### src/sram_host_pkg.sv
// Package with constants and types for the static memory host controller
package sram_host_pkg;
  localparam int addr_width = 16;
  localparam int data_width = 16;
  localparam int byte_width = 8;
  localparam int clock_period_ns = 10;
  // Least byte-select-low time before write end, slowest grade
  localparam int byte_write_ns = 9;
  // Least write pulse and read access, slowest grade
  localparam int write_pulse_ns = 10;
  localparam int read_access_ns = 15;
  // Bus turnaround after output disable (high-Z time, slowest grade)
  localparam int turnaround_ns = 7;
  localparam int byte_write_cycles =
    (byte_write_ns + clock_period_ns - 1) / clock_period_ns;
  localparam int write_pulse_raw =
    (write_pulse_ns + clock_period_ns - 1) / clock_period_ns;
  localparam int write_cycles = (write_pulse_raw > byte_write_cycles) ?
    write_pulse_raw : byte_write_cycles;
  localparam int read_cycles =
    (read_access_ns + clock_period_ns - 1) / clock_period_ns;
  localparam int turn_cycles =
    (turnaround_ns + clock_period_ns - 1) / clock_period_ns;
  localparam int count_width = 4;
  localparam logic [count_width-1:0] count_zero = 4'h0;
  localparam logic [count_width-1:0] count_one = 4'h1;
  typedef logic [addr_width-1:0] addr_type;
  typedef logic [data_width-1:0] data_type;
  typedef logic [1:0] byte_en_type;
  localparam byte_en_type no_bytes = 2'h0;
  localparam data_type data_zero = 16'h0000;
  localparam addr_type addr_zero = 16'h0000;
endpackage

### src/sram_host.sv
// Host controller that drives an asynchronous 64K x 16 static memory
`timescale 1ns/1ns
// Overview of operation
// - Write drives select and write strobe low
// - Read drives select and output enable low
// - Hold write data around the ending edge
// - Address valid before output enable falls
// - Byte select low at least 9 ns
module sram_host
  import sram_host_pkg::*;
#(
  parameter int write_wait = write_cycles,
  parameter int read_wait  = read_cycles,
  parameter int turn_wait  = turn_cycles
) (
  input  wire logic                       clock,
  input  wire logic                       rst_n,
  input  wire logic                       clock_enable,
  input  wire logic                       request_valid,
  input  wire logic                       request_write,
  input  wire sram_host_pkg::addr_type    request_address,
  input  wire sram_host_pkg::data_type    request_data,
  input  wire sram_host_pkg::byte_en_type request_bytes,
  output logic                            request_ready,
  output logic                            read_valid,
  output sram_host_pkg::data_type         read_data,
  output sram_host_pkg::addr_type         mem_address,
  output logic                            chip_select_n,
  output logic                            write_strobe_n,
  output logic                            output_drive_n,
  output logic                            low_byte_sel_n,
  output logic                            high_byte_sel_n,
  input  wire sram_host_pkg::data_type    mem_data_in,
  output sram_host_pkg::data_type         mem_data_out,
  output logic                            mem_data_oe
);
  import sram_host_pkg::*;

  // Largest count the phase timer can hold
  localparam int max_wait = (1 << count_width) - 1;

  // Counts must fit the counter, cover byte time and read access
  if (write_wait < 1 || write_wait < byte_write_cycles ||
      write_wait > max_wait || read_wait < 1 ||
      read_wait < read_cycles || read_wait > max_wait ||
      turn_wait < 1 || turn_wait > max_wait)
  begin : g_bad_wait
    $error("sram_host: wait counts out of range");
  end

  localparam logic [count_width-1:0] write_load =
    count_width'(write_wait - 1);
  localparam logic [count_width-1:0] read_load =
    count_width'(read_wait - 1);
  localparam logic [count_width-1:0] turn_load =
    count_width'(turn_wait - 1);

  typedef enum logic [5:0] {
    idle_state   = 6'h01,
    setup_state  = 6'h02,
    write_state  = 6'h04,
    finish_state = 6'h08,
    read_state   = 6'h10,
    turn_state   = 6'h20
  } phase_type;

  typedef struct packed {
    phase_type   phase;
    logic        ready;
    logic        rvalid;
    data_type    rdata;
    addr_type    address;
    logic        cs_n;
    logic        we_n;
    logic        oe_n;
    logic        lb_n;
    logic        hb_n;
    data_type    wdata;
    logic        drive;
    logic        is_write;
    byte_en_type bytes;
  } state_type;

  state_type state;
  state_type next_state;
  logic      timer_load;
  logic [count_width-1:0] timer_value;
  logic      timer_done;

  sram_wait_counter #(.width(count_width)) phase_timer (
    .clock      (clock),
    .rst_n      (rst_n),
    .enable     (clock_enable),
    .load       (timer_load),
    .load_value (timer_value),
    .done       (timer_done)
  );

  // Sequencer: address settles first, then one strobe phase
  always_comb
  begin
    next_state = state;
    timer_load = 1'b0;
    timer_value = count_zero;
    next_state.rvalid = 1'b0;
    case (state.phase)
      idle_state:
      begin
        // Deselected: bus released, memory in standby
        next_state.cs_n = 1'b1;
        next_state.ready = 1'b1;
        if (request_valid && state.ready && request_bytes != no_bytes)
        begin
          next_state.ready = 1'b0;
          next_state.address = request_address;
          next_state.wdata = request_data;
          next_state.is_write = request_write;
          next_state.bytes = request_bytes;
          next_state.phase = setup_state;
        end
      end
      setup_state:
      begin
        // Address already stable before any strobe falls
        next_state.cs_n = 1'b0;
        next_state.lb_n = ~state.bytes[0];
        next_state.hb_n = ~state.bytes[1];
        if (state.is_write)
        begin
          // Output enable high during writes, so we own the bus
          next_state.oe_n = 1'b1;
          next_state.we_n = 1'b0;
          next_state.drive = 1'b1;
          timer_load = 1'b1;
          timer_value = write_load;
          next_state.phase = write_state;
        end
        else
        begin
          // Drivers already off since idle; address set before oe
          next_state.oe_n = 1'b0;
          next_state.we_n = 1'b1;
          next_state.drive = 1'b0;
          timer_load = 1'b1;
          timer_value = read_load;
          next_state.phase = read_state;
        end
      end
      write_state:
      begin
        if (timer_done)
        begin
          // Only write strobe rises; select stays low one cycle
          next_state.we_n = 1'b1;
          next_state.phase = finish_state;
        end
      end
      finish_state:
      begin
        // Data held past the strobe rise, then released
        next_state.drive = 1'b0;
        next_state.cs_n = 1'b1;
        next_state.lb_n = 1'b1;
        next_state.hb_n = 1'b1;
        next_state.ready = 1'b1;
        next_state.phase = idle_state;
      end
      read_state:
      begin
        if (timer_done)
        begin
          // Unselected lanes read as zero, they float at the memory
          next_state.rdata = mem_data_in &
            {{byte_width{state.bytes[1]}},
             {byte_width{state.bytes[0]}}};
          next_state.rvalid = 1'b1;
          next_state.oe_n = 1'b1;
          next_state.cs_n = 1'b1;
          next_state.lb_n = 1'b1;
          next_state.hb_n = 1'b1;
          timer_load = 1'b1;
          timer_value = turn_load;
          next_state.phase = turn_state;
        end
      end
      turn_state:
      begin
        // Wait for memory to float before a write may drive
        if (timer_done)
        begin
          next_state.ready = 1'b1;
          next_state.phase = idle_state;
        end
      end
      default:
      begin
        next_state.phase = idle_state;
      end
    endcase
  end

  always_ff @(posedge clock)
  begin
    if (!rst_n)
    begin
      state.phase <= idle_state;
      state.ready <= 1'b0;
      state.rvalid <= 1'b0;
      state.rdata <= data_zero;
      state.address <= addr_zero;
      state.cs_n <= 1'b1;
      state.we_n <= 1'b1;
      state.oe_n <= 1'b1;
      state.lb_n <= 1'b1;
      state.hb_n <= 1'b1;
      state.wdata <= data_zero;
      state.drive <= 1'b0;
      state.is_write <= 1'b0;
      state.bytes <= no_bytes;
    end
    else if (clock_enable)
      state <= next_state;
  end

  assign request_ready = state.ready;
  assign read_valid = state.rvalid;
  assign read_data = state.rdata;
  assign mem_address = state.address;
  assign chip_select_n = state.cs_n;
  assign write_strobe_n = state.we_n;
  assign output_drive_n = state.oe_n;
  assign low_byte_sel_n = state.lb_n;
  assign high_byte_sel_n = state.hb_n;
  assign mem_data_out = state.wdata;
  assign mem_data_oe = state.drive;
endmodule // sram_host

### src/sram_wait_counter.sv
// Small down counter that times the write, read and turnaround bus phases
`timescale 1ns/1ns
module sram_wait_counter #(
  parameter int width = 4
) (
  input  wire logic             clock,
  input  wire logic             rst_n,
  input  wire logic             enable,
  input  wire logic             load,
  input  wire logic [width-1:0] load_value,
  output logic                  done
);
  logic [width-1:0] count;
  logic [width-1:0] next_count;

  // Load wins over counting; stops at zero
  always_comb
  begin
    next_count = count;
    if (load)
      next_count = load_value;
    else if (count != '0)
      next_count = count - width'(1);
  end

  always_ff @(posedge clock)
  begin
    if (!rst_n)
      count <= '0;
    else if (enable)
      count <= next_count;
  end

  assign done = (count == '0);
endmodule // sram_wait_counter

### config.mk
export PLATFORM = sky130hd
export DESIGN_NAME = sram_host
export DESIGN_NICKNAME = d
export VERILOG_FILES = /design/src/sram_host_pkg.sv /design/src/sram_host.sv /design/src/sram_wait_counter.sv
export SDC_FILE = /design/constraint.sdc
export NUM_CORES = 1
export LEC_CHECK = 0
export BUFFER_PORTS_ARGS = -buffer_cell sky130_fd_sc_hd__buf_2
export CAP_MARGIN = 20
export CORE_UTILIZATION = 50
export DETAILED_ROUTE_END_ITERATION = 10
export MAX_ROUTING_LAYER = met4
export PLACE_DENSITY = 0.79
export SLEW_MARGIN = 5
export SYNTH_ARGS = -nofsm -noshare
export SYNTH_HDL_FRONTEND = slang
export SYNTH_SLANG_ARGS = --single-unit
### constraint.sdc
create_clock -name clock -period 2.5 [get_ports clock]
set_input_delay 0.375 -clock clock [delete_from_list [all_inputs] [get_ports clock]]
set_output_delay 0.375 -clock clock [all_outputs]
set_load 0.03 [all_outputs]
==> reports/metrics.yaml <==
outcome: "finished clean"
worstMarginPinSlew_ps: 570.5
antenna_found_initial: 0
fp.dieArea_sq_um: 7017
clk_path_buf_depth: 2
synthTopCellsByArea: "dfxtp_1, buf_4, a21boi_2"
vias: 2493
finalNonFillerCells: 497
post-place-ws_ps: 444.4
powerDensity_nw_per_um2: 671.7
power.static_leakage_uw: 0.001649
cpMaxStageDelayCell: "or4_4"
yosysMostFrequentCell: "dfxtp_1"
peakVddDrop_mv: 0.3476
clock-sinks: 69
period_needed_ps: 2111
hp-class: "input pin to flip-flop"
core_sq_um: 6386
fmax_ghz: 0.4737
clock_skew_ps: 10.52
root_buffer: "clkbuf_8"
synth_top_area_cell: "dfxtp_1"
crit_path_start_kind: "flip-flop"
ys_seq_area_share_pct: 41.32
drv_cap: 0
layout.area.seq_sq_um: 1381
die_h_um: 83.77
critPathMaxStageDelay_ps: 590
setup_tns_ps: 0
synth_seq_cells: 69
finalSetupViolations: 0
synth_top_area_share_pct: 41.32
synth_area_sq_um: 3343
synth_fp_nets: 419
firstDrtPassIters: 5
syn_inst: 363
cts_setup_buffers: 0
drive_above_1_share_pct: 42.14
vias_per_cell: 5.016
hold_buffers: 0
rows: 29
finalWirelength_um: 6432
htreeDepth: 3
drtAntennaViolNets: 0
grt_overflow_total: 0
end_kind: "flip-flop"
dp_hpwl_um: 4638
critPathTopFamily: "simple AND/OR/NAND/NOR gates"
rsz0062_at_grt: "false"
cts_resized: 0
antenna_cells: 0
grt_max_degree: 38
finalHoldViolCount: 0
avgSynthCellArea_sq_um: 9.210
multi_input_area_sq_um: 1438
arrival_ps: 2360
min_period_over_period_pct: 84.44
synthArstFlopShare_pct: 0
chipWidth_um: 83.77
yosysWarnings: 0
fin_ws_ps: 389.0
track_usage_pct: 19.70
start_util_pct: 52.35
clkLatencyLatePin_ps: 340
wl_per_cell_um: 12.94
first_iter_violations: 109
clk_pin_slew_worst_paths_ps: 70
remaining_drc_errors: 0
cp_num_buf_inv: 1
synth_cell_type_count: 51
dpl.cell_count: 481
cts_tree: "built"
grt_pass1_vias: 2309
ios: 111
nets: 471
synth_edf_count: 0
grt_pass1_wl_um: 10920
maxSlewHeadroom_pct: 61.97
path_cells: "or4_4 -> nor3b_4 -> and3_1 -> buf_12 -> nand2_1 -> a21boi_0"
portBuffers: 110
fill_cells: 567
numCtsBuffers: 9
syn2layout_area_growth_pct: 11.27
report.final.slew_viol_count: 0
synth_common_cells: "dfxtp_1, nand2_1, buf_4, a21boi_2"
place_congestion: 0.8773
synthFlopType: "dfxtp_1"
worst-endpoint-required_ps: 2750
crit_type: "flip-flop to flip-flop"
crit_fanout: 35
==> metal layers <==
metal  share of wire (%)  wire, um  GRT usage, %
met1                  44      2844         24.66
met2                  50      3200         31.34
met3                 5.4       349         4.748
met4                0.58        37         6.471
met5                   0         0             -
==> worst register-to-register path, cell delays in order (launching register included) <==
cell and delay (ps):
dfxtp_1 400, or4_4 590, nor3b_4 290, and3_1 250, buf_12 210, nand2_1 90
a21boi_0 200
==> per-stage QoR <==
stage	instance area [sq um]	hold slack, ps	util, %	power (uW)
2_1_floorplan	3343	443.4	-	1515
3_3_place_gp	3527	447.2	55.23	1623
3_5_place_dp	3527	453.8	55.23	1640
4_1_cts	3720	227.7	58.25	2531
5_1_grt	3720	235.1	58.25	2632
6_report	3720	248.0	58.25	2499
==> state kept, by name (all words and copies together), names as in the netlist <==
name / flops
chip_select_n: 1
high_byte_sel_n: 1
mem_data_oe: 1
mem_data_out: 16
state: 9
low_byte_sel_n: 1
read_valid: 1
read_data: 16
mem_address: 16
output_drive_n: 1
write_strobe_n: 1
request_ready: 1
phase_timer.count: 4
==> layout make-up <==
cell class                      instances  share of cell area [%]
Clock buffer                           12                   3.902
Clock inverter                          4                   1.278
Inverter                                5                  0.5045
Multi-Input combinational cell        216                   38.65
Sequential cell                        69                   37.13
Tap cell                               77                   2.590
Timing Repair Buffer                  114                   15.94
==> report_power, final <==
part / internal (uW) / switching, uW / total, uW
sequential: 1150 / 41.6 / 1190
combinational: 199 / 227 / 426
clock: 486 / 398 / 884
total: 1830 / 667 / 2500
==> kinds of logic after synthesis <==
| kind of cell | count (synthesis) | synth area share, % |
|---|---|---|
| fa+ha+maj | 1 | 0.3742 |
| buf+inv | 78 | 15.68 |
| xor+xnor | 3 | 0.7861 |
| simple gates | 125 | 19.31 |
| compound gates | 86 | 22.23 |
| mux | 1 | 0.2994 |
| flops | 69 | 41.32 |
==> placed cells by master (no fill, tap or decap), drive strengths merged, types with 2 or more instances in the layout <==
cell / n
a21boi: 37
a21o: 3
a21oi: 9
a22o: 16
a31o: 2
and2: 2
and3: 7
and3b: 2
buf: 114
clkbuf: 12
clkinv: 2
dfxtp: 69
inv: 5
nand2: 78
nand3: 3
nand4: 2
nor2: 6
nor2b: 7
nor3: 5
nor3b: 2
nor4: 3
o211ai: 2
o21ai: 11
or4: 2
xor2: 2
==> path summary, 6_finish.rpt <==
check,startpoint,end,slack [ps],depth (start not counted)
hold / removal,mem_data_in[13],read_data[13]$_SDFFE_PN0P_,250,2
setup reg to reg,state[64]$_SDFFE_PN0P_,mem_data_out[2]$_SDFFE_PN0P_,390,6
setup / recovery,state[64]$_SDFFE_PN0P_,mem_data_out[2]$_SDFFE_PN0P_,390,6
hold reg to reg,mem_address[9]$_SDFFE_PN0P_,mem_address[9]$_SDFFE_PN0P_,460,2
Power figures use the tool's default switching activity.
